===== config.mk =====
export PLATFORM = sky130hd
export DESIGN_NAME = adc_config_register_bank
export DESIGN_NICKNAME = d
export VERILOG_FILES = /design/src/adc_cfg_pkg.sv /design/src/reg_access_if.sv /design/src/adc_config_register_bank.sv /design/src/serial_port_slave.sv
export SDC_FILE = /design/constraint.sdc
export NUM_CORES = 1
export LEC_CHECK = 0
export BUFFER_PORTS_ARGS = -buffer_cell sky130_fd_sc_hd__buf_2
export CORE_MARGIN = 2
export CORE_UTILIZATION = 25
export DETAILED_ROUTE_END_ITERATION = 8
export PLACE_DENSITY = 0.41
export RECOVER_POWER = 50
export SETUP_SLACK_MARGIN = 0.4
export SLEW_MARGIN = 10
export SYNTH_ARGS = -nofsm -noshare
export SYNTH_HDL_FRONTEND = slang
export SYNTH_SLANG_ARGS = --single-unit

===== constraint.sdc =====
create_clock -name i_clk -period 4.27 [get_ports i_clk]
set_input_delay 0.2135 -clock i_clk [delete_from_list [all_inputs] [get_ports i_clk]]
set_output_delay 0.2135 -clock i_clk [all_outputs]
set_load 0.02 [all_outputs]

===== src/adc_cfg_pkg.sv =====
// Register map, field positions and timing constants of the converter configuration bank.
package adc_cfg_pkg;
    // ----------------------------------------------------------------
    // Register offsets
    // ----------------------------------------------------------------
    localparam int NUM_REGS = 10;
    localparam logic [6:0] ADDR_FILTER_AND_PORT_CTRL = 7'h00;
    localparam logic [6:0] ADDR_CORRECTION_FORMAT_CTRL = 7'h01;
    localparam logic [6:0] ADDR_OVERRANGE_THRESHOLD_CFG = 7'h02;
    localparam logic [6:0] ADDR_CORRECTION_LOOP_CTRL = 7'h03;
    localparam logic [6:0] ADDR_SYNC_SELECT_WIDE = 7'h0e;
    localparam logic [6:0] ADDR_SYNC_AND_REFERENCE_CFG = 7'h0f;
    localparam logic [6:0] ADDR_TEMPERATURE_READING = 7'h2b;
    localparam logic [6:0] ADDR_SOFT_RESET_COMMAND = 7'h2c;
    localparam logic [6:0] ADDR_SLEEP_MODE_CFG = 7'h37;
    localparam logic [6:0] ADDR_POWER_BIAS_CFG = 7'h38;
    localparam logic [6:0] ADDR_OUTPUT_DRIVER_CFG = 7'h3a;
    localparam logic [6:0] ADDR_OUTPUT_BUS_ENABLE = 7'h66;
    // ----------------------------------------------------------------
    // Stored registers: writable bits and reset values
    // ----------------------------------------------------------------
    localparam int IDX_FILTER = 0;
    localparam int IDX_FORMAT = 1;
    localparam int IDX_THRESHOLD = 2;
    localparam int IDX_LOOP = 3;
    localparam logic [3:0] TRIP_THRESH_RESET = 4'hf;
    localparam logic [6:0] REG_ADDR [NUM_REGS] = '{ADDR_FILTER_AND_PORT_CTRL, ADDR_CORRECTION_FORMAT_CTRL,
        ADDR_OVERRANGE_THRESHOLD_CFG, ADDR_CORRECTION_LOOP_CTRL, ADDR_SYNC_SELECT_WIDE,
        ADDR_SYNC_AND_REFERENCE_CFG, ADDR_SLEEP_MODE_CFG, ADDR_POWER_BIAS_CFG, ADDR_OUTPUT_DRIVER_CFG,
        ADDR_OUTPUT_BUS_ENABLE};
    localparam logic [15:0] REG_MASK [NUM_REGS] = '{16'hd000, 16'h800a, 16'h0780, 16'h4b18, 16'hfffc,
        16'hf070, 16'hc000, 16'hfff0, 16'hff0b, 16'hffff};
    localparam logic [15:0] REG_RESET [NUM_REGS] = '{16'h0000, 16'h0000, {5'h00, TRIP_THRESH_RESET, 7'h00},
        16'h4b18, 16'haaa8, 16'ha000, 16'h0000, 16'hfff0, 16'h0800, 16'h0000};
    localparam logic [15:0] POWER_BIAS_READ_ONES = 16'h000f;
    // ----------------------------------------------------------------
    // Field positions
    // ----------------------------------------------------------------
    localparam int BIT_FOUR_WIRE = 15;
    localparam int BIT_DECIM_ENABLE = 14;
    localparam int BIT_DECIM_BAND = 12;
    localparam int BIT_CORR_ENABLE = 15;
    localparam int BIT_DATA_FORMAT = 3;
    localparam int BIT_PERF_TRIM = 1;
    localparam int BIT_LOOP_RESTART = 14;
    localparam int THRESH_LSB = 7;
    localparam int THRESH_MSB = 10;
    localparam logic [15:0] SOFT_RESET_PATTERN = 16'hd2f0;
    // ----------------------------------------------------------------
    // Serial frame and timing
    // ----------------------------------------------------------------
    localparam logic [4:0] CMD_BITS = 5'h08;
    localparam logic [4:0] FRAME_BITS = 5'h18;
    localparam int TRIP_DELAY_CYCLES = 12;
endpackage


===== src/reg_access_if.sv =====
// Register access signals between the serial port and the register bank.
`timescale 1ns/10ps
interface reg_access_if;
    logic wr_strobe;
    logic [6:0] addr;
    logic [15:0] wr_data;
    logic [15:0] rd_data;
    modport port (output wr_strobe, output addr, output wr_data, input rd_data);
    modport bank (input wr_strobe, input addr, input wr_data, output rd_data);
endinterface


===== src/adc_config_register_bank.sv =====
// Configuration register bank of the converter with its serial port and over-range detector.
//
// Notes on behaviour
// - One serial write updates every field of the addressed register at the same time.
// - Bit 15 of register 0x00 picks three-wire (shared data pin) or four-wire (separate output pin), reset 0.
// - Bit 14 of register 0x00 turns the 2x decimation filter on, reset 0.
// - Bit 12 of register 0x00 picks low or high pass and only counts while decimation is on.
// - Bit 15 of register 0x01 switches the gain and offset correction loop on, reset 0.
// - Bit 3 of register 0x01 picks two's complement (0) or offset binary (1) output, reset 0.
// - Bits 10 to 7 of register 0x02 set the over-range trip at full scale times the field over 16.
// - The over-range flag rises 12 output clocks after the input first passes the trip level.
// - After any reset the over-range field holds 15.
// - Bit 14 of register 0x03 is the correction loop restart and resets to 1.
// - While that restart bit is 1 the correction is held cleared, and writing 0 lets the loop run.
// - Writing the reset pattern to register 0x2c returns every register to reset; 0x2c reads back 0.
`timescale 1ns/10ps
module adc_config_register_bank #(
    parameter int SAMPLE_W = 12,
    parameter int TEMP_W = 9
) (
    input wire logic i_clk,
    input wire logic i_reset_n,
    input wire logic i_sclk,
    input wire logic i_sen_n,
    input wire logic i_sdio,
    input wire logic [TEMP_W-1:0] i_temperature,
    input wire logic [SAMPLE_W-1:0] i_sample,
    input wire logic i_sample_valid,
    output logic o_sdio,
    output logic o_sdio_oe,
    output logic o_serial_output_pin,
    output logic o_serial_output_pin_oe,
    output logic o_decim_enable,
    output logic o_decim_band_select,
    output logic o_gain_offset_correction_enable,
    output logic o_performance_trim_bit,
    output logic o_correction_loop_restart,
    output logic o_correction_run,
    output logic [3:0] o_overrange_threshold,
    output logic [SAMPLE_W-1:0] o_sample_data,
    output logic o_sample_valid,
    output logic o_overrange_flag
);
    localparam int MAG_W = SAMPLE_W - 1;

    reg_access_if bus ();

    logic [15:0] bank [adc_cfg_pkg::NUM_REGS];
    logic [15:0] read_word;
    logic soft_reset;
    logic [TEMP_W-1:0] temp_meta;
    logic [TEMP_W-1:0] temp_sync;
    logic [MAG_W-1:0] magnitude;
    logic [MAG_W-1:0] trip_level;
    logic over_trip;
    logic [adc_cfg_pkg::TRIP_DELAY_CYCLES-1:0] trip_line;
    logic trip_prev;
    logic [4:0] trip_age;
    logic four_wire;
    logic decim_enable;
    logic offset_binary;
    logic [3:0] threshold;
    logic loop_restart;

    assign four_wire = bank[adc_cfg_pkg::IDX_FILTER][adc_cfg_pkg::BIT_FOUR_WIRE];
    assign decim_enable = bank[adc_cfg_pkg::IDX_FILTER][adc_cfg_pkg::BIT_DECIM_ENABLE];
    assign offset_binary = bank[adc_cfg_pkg::IDX_FORMAT][adc_cfg_pkg::BIT_DATA_FORMAT];
    assign threshold = bank[adc_cfg_pkg::IDX_THRESHOLD][adc_cfg_pkg::THRESH_MSB:adc_cfg_pkg::THRESH_LSB];
    assign loop_restart = bank[adc_cfg_pkg::IDX_LOOP][adc_cfg_pkg::BIT_LOOP_RESTART];

    // ----------------------------------------------------------------
    // Serial port
    // ----------------------------------------------------------------
    serial_port_slave port_inst (
        .i_clk(i_clk),
        .i_reset_n(i_reset_n),
        .i_sclk(i_sclk),
        .i_sen_n(i_sen_n),
        .i_sdio(i_sdio),
        .i_four_wire(four_wire),
        .o_sdio(o_sdio),
        .o_sdio_oe(o_sdio_oe),
        .o_sout(o_serial_output_pin),
        .o_sout_oe(o_serial_output_pin_oe),
        .bus(bus.port)
    );

    // ----------------------------------------------------------------
    // Register storage
    // ----------------------------------------------------------------
    // The command register is never stored: matching the pattern acts at once, so it always reads 0.
    assign soft_reset = bus.wr_strobe && bus.addr == adc_cfg_pkg::ADDR_SOFT_RESET_COMMAND
        && bus.wr_data == adc_cfg_pkg::SOFT_RESET_PATTERN;

    for (genvar i = 0; i < adc_cfg_pkg::NUM_REGS; i++) begin : g_reg
        always_ff @(posedge i_clk or negedge i_reset_n) begin
            if (!i_reset_n) begin
                bank[i] <= adc_cfg_pkg::REG_RESET[i];
            end else if (soft_reset) begin
                bank[i] <= adc_cfg_pkg::REG_RESET[i];
            end else if (bus.wr_strobe && bus.addr == adc_cfg_pkg::REG_ADDR[i]) begin
                bank[i] <= bus.wr_data & adc_cfg_pkg::REG_MASK[i];
            end
        end
    end

    // ----------------------------------------------------------------
    // Read-back multiplexer
    // ----------------------------------------------------------------
    always_comb begin
        read_word = 16'h0000;
        for (int i = 0; i < adc_cfg_pkg::NUM_REGS; i++) begin
            if (bus.addr == adc_cfg_pkg::REG_ADDR[i]) begin
                read_word = bank[i];
            end
        end
        if (bus.addr == adc_cfg_pkg::ADDR_POWER_BIAS_CFG) begin
            read_word = read_word | adc_cfg_pkg::POWER_BIAS_READ_ONES;
        end
        if (bus.addr == adc_cfg_pkg::ADDR_TEMPERATURE_READING) begin
            read_word = {{(16 - TEMP_W){1'b0}}, temp_sync};
        end
    end

    assign bus.rd_data = read_word;

    // The sensor word settles slowly, so a plain two-stage capture is enough here.
    always_ff @(posedge i_clk or negedge i_reset_n) begin
        if (!i_reset_n) begin
            temp_meta <= '0;
            temp_sync <= '0;
        end else begin
            temp_meta <= i_temperature;
            temp_sync <= temp_meta;
        end
    end

    // ----------------------------------------------------------------
    // Configuration outputs
    // ----------------------------------------------------------------
    always_ff @(posedge i_clk or negedge i_reset_n) begin
        if (!i_reset_n) begin
            o_decim_enable <= 1'b0;
            o_decim_band_select <= 1'b0;
            o_gain_offset_correction_enable <= 1'b0;
            o_performance_trim_bit <= 1'b0;
            o_correction_loop_restart <= 1'b1;
            o_correction_run <= 1'b0;
            o_overrange_threshold <= adc_cfg_pkg::TRIP_THRESH_RESET;
        end else begin
            o_decim_enable <= decim_enable;
            o_decim_band_select <= decim_enable
                && bank[adc_cfg_pkg::IDX_FILTER][adc_cfg_pkg::BIT_DECIM_BAND];
            o_gain_offset_correction_enable <= bank[adc_cfg_pkg::IDX_FORMAT][adc_cfg_pkg::BIT_CORR_ENABLE];
            o_performance_trim_bit <= bank[adc_cfg_pkg::IDX_FORMAT][adc_cfg_pkg::BIT_PERF_TRIM];
            o_correction_loop_restart <= loop_restart;
            // The loop only runs once restart is cleared; while it is set the offset stays 0 and the gain 1.
            o_correction_run <= !loop_restart
                && bank[adc_cfg_pkg::IDX_FORMAT][adc_cfg_pkg::BIT_CORR_ENABLE];
            o_overrange_threshold <= threshold;
        end
    end

    // ----------------------------------------------------------------
    // Output coding
    // ----------------------------------------------------------------
    always_ff @(posedge i_clk or negedge i_reset_n) begin
        if (!i_reset_n) begin
            o_sample_data <= '0;
            o_sample_valid <= 1'b0;
        end else begin
            o_sample_valid <= i_sample_valid;
            if (i_sample_valid) begin
                o_sample_data <= offset_binary ? {~i_sample[SAMPLE_W-1], i_sample[MAG_W-1:0]}
                    : i_sample;
            end
        end
    end

    // ----------------------------------------------------------------
    // Over-range detection
    // ----------------------------------------------------------------
    // One's complement magnitude avoids the overflow of negating the most negative code.
    assign magnitude = i_sample[SAMPLE_W-1] ? ~i_sample[MAG_W-1:0] : i_sample[MAG_W-1:0];
    assign trip_level = {threshold, {(MAG_W - 4){1'b0}}};
    assign over_trip = magnitude > trip_level;

    // Each output clock moves the delay line one step, so the flag lags the overload by a fixed count.
    always_ff @(posedge i_clk or negedge i_reset_n) begin
        if (!i_reset_n) begin
            trip_line <= '0;
            o_overrange_flag <= 1'b0;
        end else if (i_sample_valid) begin
            trip_line <= {trip_line[adc_cfg_pkg::TRIP_DELAY_CYCLES-2:0], over_trip};
            o_overrange_flag <= trip_line[adc_cfg_pkg::TRIP_DELAY_CYCLES-1];
        end
    end

    // Age of the latest overload in output clocks, kept apart from the delay line so its check is independent.
    always_ff @(posedge i_clk or negedge i_reset_n) begin
        if (!i_reset_n) begin
            trip_prev <= 1'b0;
            trip_age <= 5'h00;
        end else if (i_sample_valid) begin
            trip_prev <= over_trip;
            if (over_trip && !trip_prev) begin
                trip_age <= 5'h01;
            end else if (trip_age != 5'h00 && trip_age != 5'(adc_cfg_pkg::TRIP_DELAY_CYCLES)) begin
                trip_age <= trip_age + 5'h01;
            end else begin
                trip_age <= 5'h00;
            end
        end
    end

    // ----------------------------------------------------------------
    // Checks
    // ----------------------------------------------------------------
    multi_field_a: assert property (@(posedge i_clk) disable iff (!i_reset_n)
        bus.wr_strobe && bus.addr == adc_cfg_pkg::ADDR_FILTER_AND_PORT_CTRL
        |=> bank[adc_cfg_pkg::IDX_FILTER] == ($past(bus.wr_data) & adc_cfg_pkg::REG_MASK[adc_cfg_pkg::IDX_FILTER]))
        else $error("filter and port register did not take the whole word");

    decim_follow_a: assert property (@(posedge i_clk) disable iff (!i_reset_n)
        $rose(decim_enable) |=> o_decim_enable ##1 o_decim_enable || !decim_enable)
        else $error("decimation enable output did not follow its bit");

    band_gate_a: assert property (@(posedge i_clk) disable iff (!i_reset_n)
        o_decim_band_select |-> $past(decim_enable))
        else $error("band select active without decimation");

    corr_enable_a: assert property (@(posedge i_clk) disable iff (!i_reset_n)
        o_gain_offset_correction_enable == $past(bank[adc_cfg_pkg::IDX_FORMAT][adc_cfg_pkg::BIT_CORR_ENABLE]))
        else $error("correction enable output wrong");

    format_a: assert property (@(posedge i_clk) disable iff (!i_reset_n)
        i_sample_valid |=> o_sample_data[SAMPLE_W-1] == ($past(i_sample[SAMPLE_W-1]) ^ $past(offset_binary)))
        else $error("output coding does not match the format bit");

    trip_delay_a: assert property (@(posedge i_clk) disable iff (!i_reset_n)
        i_sample_valid && trip_age == 5'(adc_cfg_pkg::TRIP_DELAY_CYCLES) |=> o_overrange_flag)
        else $error("over-range flag missed its fixed latency");

    trip_line_a: assert property (@(posedge i_clk) disable iff (!i_reset_n)
        $rose(o_overrange_flag) |-> $past(i_sample_valid) && $past(trip_line[adc_cfg_pkg::TRIP_DELAY_CYCLES-1]))
        else $error("over-range flag rose without a matured overload");

    trip_reset_a: assert property (@(posedge i_clk) disable iff (!i_reset_n)
        soft_reset |=> threshold == adc_cfg_pkg::TRIP_THRESH_RESET ##1 o_overrange_threshold == threshold)
        else $error("over-range field not restored to its reset value");

    loop_hold_a: assert property (@(posedge i_clk) disable iff (!i_reset_n)
        loop_restart |=> !o_correction_run && o_correction_loop_restart)
        else $error("correction loop ran while restart held");

    soft_clear_a: assert property (@(posedge i_clk) disable iff (!i_reset_n)
        soft_reset |=> bank[adc_cfg_pkg::IDX_LOOP] == adc_cfg_pkg::REG_RESET[adc_cfg_pkg::IDX_LOOP]
        && bank[adc_cfg_pkg::IDX_FILTER] == 16'h0000)
        else $error("software reset did not restore the registers");

    fixed_zero_a: assert property (@(posedge i_clk) disable iff (!i_reset_n)
        bus.addr == adc_cfg_pkg::ADDR_CORRECTION_LOOP_CTRL |-> (read_word & ~16'h4b18) == 16'h0000)
        else $error("fixed zero bit read back as one");
endmodule


===== src/serial_port_slave.sv =====
// Three- or four-wire serial port that turns frames into register writes and reads.
`timescale 1ns/10ps
module serial_port_slave (
    input wire logic i_clk,
    input wire logic i_reset_n,
    input wire logic i_sclk,
    input wire logic i_sen_n,
    input wire logic i_sdio,
    input wire logic i_four_wire,
    output logic o_sdio,
    output logic o_sdio_oe,
    output logic o_sout,
    output logic o_sout_oe,
    reg_access_if.port bus
);
    logic [2:0] sclk_sync;
    logic [1:0] sen_sync;
    logic [1:0] din_sync;
    logic [4:0] bit_count;
    logic read_cmd;
    logic load_pending;
    logic reading;
    logic [15:0] shift_in;
    logic [15:0] shift_out;
    logic selected;
    logic sclk_rise;
    logic sclk_fall;
    logic din;

    // Pins are sampled by the system clock, so the serial clock must stay well below a quarter of it.
    always_ff @(posedge i_clk or negedge i_reset_n) begin
        if (!i_reset_n) begin
            sclk_sync <= 3'h0;
            sen_sync <= 2'h3;
            din_sync <= 2'h0;
        end else begin
            sclk_sync <= {sclk_sync[1:0], i_sclk};
            sen_sync <= {sen_sync[0], i_sen_n};
            din_sync <= {din_sync[0], i_sdio};
        end
    end

    assign selected = ~sen_sync[1];
    assign sclk_rise = sclk_sync[1] & ~sclk_sync[2];
    assign sclk_fall = ~sclk_sync[1] & sclk_sync[2];
    assign din = din_sync[1];

    // ----------------------------------------------------------------
    // Frame capture
    // ----------------------------------------------------------------
    always_ff @(posedge i_clk or negedge i_reset_n) begin
        if (!i_reset_n) begin
            bit_count <= 5'h00;
            read_cmd <= 1'b0;
            bus.addr <= 7'h00;
            shift_in <= 16'h0000;
        end else if (!selected) begin
            bit_count <= 5'h00;
            read_cmd <= 1'b0;
        end else if (sclk_rise && bit_count != adc_cfg_pkg::FRAME_BITS) begin
            bit_count <= bit_count + 5'h01;
            if (bit_count == 5'h00) begin
                read_cmd <= din;
            end else if (bit_count < adc_cfg_pkg::CMD_BITS) begin
                bus.addr <= {bus.addr[5:0], din};
            end else begin
                shift_in <= {shift_in[14:0], din};
            end
        end
    end

    // The whole data word lands in one strobe, so all fields of a register change together.
    always_ff @(posedge i_clk or negedge i_reset_n) begin
        if (!i_reset_n) begin
            bus.wr_strobe <= 1'b0;
            bus.wr_data <= 16'h0000;
        end else begin
            bus.wr_strobe <= selected && sclk_rise && !read_cmd
                && bit_count == adc_cfg_pkg::FRAME_BITS - 5'h01;
            if (selected && sclk_rise && bit_count == adc_cfg_pkg::FRAME_BITS - 5'h01) begin
                bus.wr_data <= {shift_in[14:0], din};
            end
        end
    end

    // ----------------------------------------------------------------
    // Read-back
    // ----------------------------------------------------------------
    always_ff @(posedge i_clk or negedge i_reset_n) begin
        if (!i_reset_n) begin
            load_pending <= 1'b0;
            reading <= 1'b0;
            shift_out <= 16'h0000;
        end else begin
            load_pending <= selected && sclk_rise && read_cmd && bit_count == adc_cfg_pkg::CMD_BITS - 5'h01;
            if (!selected) begin
                reading <= 1'b0;
            end else if (load_pending) begin
                shift_out <= bus.rd_data;
                reading <= 1'b1;
            end else if (reading && sclk_fall) begin
                shift_out <= {shift_out[14:0], 1'b0};
            end
        end
    end

    always_ff @(posedge i_clk or negedge i_reset_n) begin
        if (!i_reset_n) begin
            o_sdio <= 1'b0;
            o_sout <= 1'b0;
            o_sdio_oe <= 1'b0;
            o_sout_oe <= 1'b0;
        end else begin
            if (reading && sclk_fall) begin
                o_sdio <= shift_out[15];
                o_sout <= shift_out[15];
            end
            o_sdio_oe <= reading && selected && !i_four_wire;
            o_sout_oe <= reading && selected && i_four_wire;
        end
    end

    port_select_a: assert property (@(posedge i_clk) disable iff (!i_reset_n)
        o_sdio_oe |-> !$past(i_four_wire) && !o_sout_oe)
        else $error("bidirectional pin driven in four-wire mode");
    whole_word_a: assert property (@(posedge i_clk) disable iff (!i_reset_n)
        bus.wr_strobe |-> $past(bit_count) == adc_cfg_pkg::FRAME_BITS - 5'h01 && !read_cmd)
        else $error("write strobe outside the last data bit");
endmodule


==> results_dict.tcl <==
set metrics [dict create \
    arrival_ns 3.42 \
    num-nets-final 914 \
    num_antenna_cells 0 \
    area_growth_pct 20.6 \
    synth.avg_cell_area_um2 11.0 \
    final.min_clock_period_ns 2.98 \
    slew_headroom 0.0403 \
    final_common_cell "dfrtp_1" \
    fp.dieH_um 193 \
    worst_hold_path_type "in2reg" \
    ctsResizeCount 0 \
    r2r_start "port_inst.bus.addr[1]$_DFFE_PN0P_" \
    cap_violations 0 \
    met2_usage 0.223 \
    antenna_found_initial 0 \
    ys.flop_type "dfrtp_1" \
    power_density_nw_per_um2 431 \
    setup_tns_ns 0 \
    place.port_buffers 54 \
    startpoint "port_inst.bus.addr[1]$_DFFE_PN0P_" \
    final_cells 1360 \
    ys_types 68 \
    ant_nets 0 \
    status "complete, no violations" \
    path_max_fanout 20 \
    fp-row-count 69 \
    path_cells "nor2b_1 -> and4b_1 -> and2_1 -> nand2_1 -> a21oi_1" \
    dp.cells 1291 \
    report.final.slew_viol_count 0 \
    grt_pass1_wl_um 41300 \
    power_leakage_nw 4.88 \
    critPathMaxStageDelay_ns 0.80 \
    skew_ns 0.0166 \
    initial_core_util 0.253 \
    clk_latency_ns 0.52 \
    ys_top_cells_by_area "dfrtp_1, dfstp_2, mux2_2" \
    layout_common_cells "dfrtp_1, nand2_1, nor2_1" \
    die_w_um 193 \
    cts-buffers-inserted 25 \
    detailed_place_hpwl_um 18400 \
    seqPwrFrac 0.453 \
    synthesis.nets 845 \
    synthCells 812 \
    fmax_ghz 0.336 \
    via_count 6458 \
    synth-edff-count 0 \
    cts_tree "built" \
    path_clk_slew_ns 0.06 \
    drt_iter0_drc 484 \
    drcViolationCount 0 \
    use_met1 0.211 \
    yosys.area.top_type_share 0.465 \
    yosys_warnings 0 \
    swShare 0.239 \
    power_switching_mw 1.11 \
    finalCritPeriodShare 0.697 \
    syn-cell-area_um2 8940 \
    slowest_stage "dfrtp_1" \
    power_frac_comb 0.067 \
    seq_area_frac_synth 0.579 \
    worst_slew_pin_slew_ns 1.44 \
    cts.sinks 205 \
    firstDrtPassIters 4 \
    holdCritStartpoint "i_sample[11]" \
    use_met3 0.0224 \
    post_drt_wl_per_cell_um 19.6 \
    p_clk_frac 0.480 \
    clock_path_buffers 3 \
    first_global_vias 6404 \
    root_buffer "clkbuf_16" \
    worst_setup_path_start_kind "flop" \
    async_reset_ff_frac 1.00 \
    yosysTopAreaCell "dfrtp_1" \
    gp_congestion 0.900 \
    p_int_mw 3.54 \
    dieArea_um2 37300 \
    drive_above_1_share 0.234 \
    htreeDepth 1 \
    grt_start_max_net_pins 129 \
    gr-total-overflow 0 \
    critPathRequiredTime_ns 4.71 \
    core_area_um2 35400 \
    synth_seq_cells 205 \
    grtUsageTotal 0.146 \
    rsz0062_at_grt "no" \
    hold_violations 0 \
    irDropWorstVdd_v 0.000276 \
    endpoint_kind "flop" \
    worstSetupPathType "reg2reg" \
    busiest_layer "met2" \
    via_per_inst 4.75 \
    setup_viol 0 \
    io-pin-count 55 \
    wirelength_um 26700 \
]
metrics by stage:
step	hold WS [ns]	util	area, um^2	setup slack (ns)	power (mW)
6_report	0.113	0.305	10800	1.29	4.65
5_1_grt	0.146	0.305	10800	1.03	4.85
4_1_cts	0.0951	0.305	10800	1.35	4.73
3_5_place_dp	0.0674	0.274	9700	1.36	2.44
2_1_floorplan	-0.0821	-	8940	2.29	2.30
3_3_place_gp	0.0710	0.274	9700	1.48	2.44
area by class of cell:
cell class / instances / area, um^2
clock buffer: 33 / 696
clock inverter: 12 / 169
fill: 3661 / 24600
inverter: 17 / 63.8
multi-input combinational: 540 / 3480
sequential: 205 / 5180
tap: 461 / 577
timing repair buffer: 92 / 621
state kept, by name (all words and copies together) (netlist names), 2 cells and up:
name                   flops
bank                      78
port_inst.bus.wr_data     16
port_inst.shift_out       16
port_inst.shift_in        15
o_sample_data             12
trip_line                 12
temp_meta                  9
temp_sync                  9
port_inst.bus.addr         7
port_inst.bit_count        5
o_overrange_threshold      4
port_inst.sclk_sync        3
port_inst.din_sync         2
port_inst.sen_sync         2
worst paths after layout:
path	to	slack, ns	cells after the start
min	o_sample_data[11]$_DFFE_PN0P_	0.11	3
min in group asynchronous	port_inst.sclk_sync[0]$_DFF_PN0_	0.56	2
max in group asynchronous	temp_meta[6]$_DFF_PN0_	1.64	3
max reg2reg	bank[6]$_DFFE_PN0P_	1.29	5
min reg2reg	temp_sync[6]$_DFF_PN0_	0.34	0
max	bank[6]$_DFFE_PN0P_	1.29	5
power groups by stage:
stage / sequential, mW / combinational [mW] / clock (mW)
after floorplan: 2.11 / 0.194 / 0
after CTS: 2.11 / 0.318 / 2.31
after global placement: 2.14 / 0.297 / 0
final: 2.11 / 0.311 / 2.23
after detailed placement: 2.14 / 0.300 / 0
after global routing: 2.12 / 0.346 / 2.39
layer usage:
metal	vias to the layer above	wire length (um)
li1	3024	-
met1	3249	12800
met2	143	12100
met3	42	979
met4	0	817
met5	-	0
synthesized netlist by cell type, drive strengths merged, types with 5 or more instances:
master	instances
dfrtp	166
nand2	124
nor2	63
mux2	62
a21oi	45
dfstp	39
o21ai	36
clkbuf	32
nand3	30
mux2i	19
buf	18
inv	17
nand4	12
a22o	11
and2	8
a221oi	7
a22oi	6
a31oi	6
and3	6
ha	6
o221ai	6
o22ai	6
nor2b	5
nor3	5
xor2	5
critical path: cells and delay by family (launching register included):
kind	cells	cell delay, ns
DFF	1	0.80
AOI/OAI and AO/OA	1	0.13
and+or+nand+nor	4	1.96
kinds of logic (layout without fill, tap and decap cells):
family,count (synthesis),in the layout,share of synthesized area
buf+inv,67,154,0.0318
xor+xnor,8,8,0.00784
flops,205,205,0.579
fa+ha+maj,6,6,0.00840
mux,81,81,0.0994
simple gates,290,290,0.158
compound gates,155,155,0.116
timing repair:
| item | 4_1_cts | 5_1_grt |
|---|---|---|
| hold buffers | 24 | 0 |
| endpoints found under the setup margin | 0 | 0 |
| buffers inserted | 0 | 0 |
| hold endpoints to repair | 58 | 0 |
No activity file was read; power rests on OpenSTA's default activity.
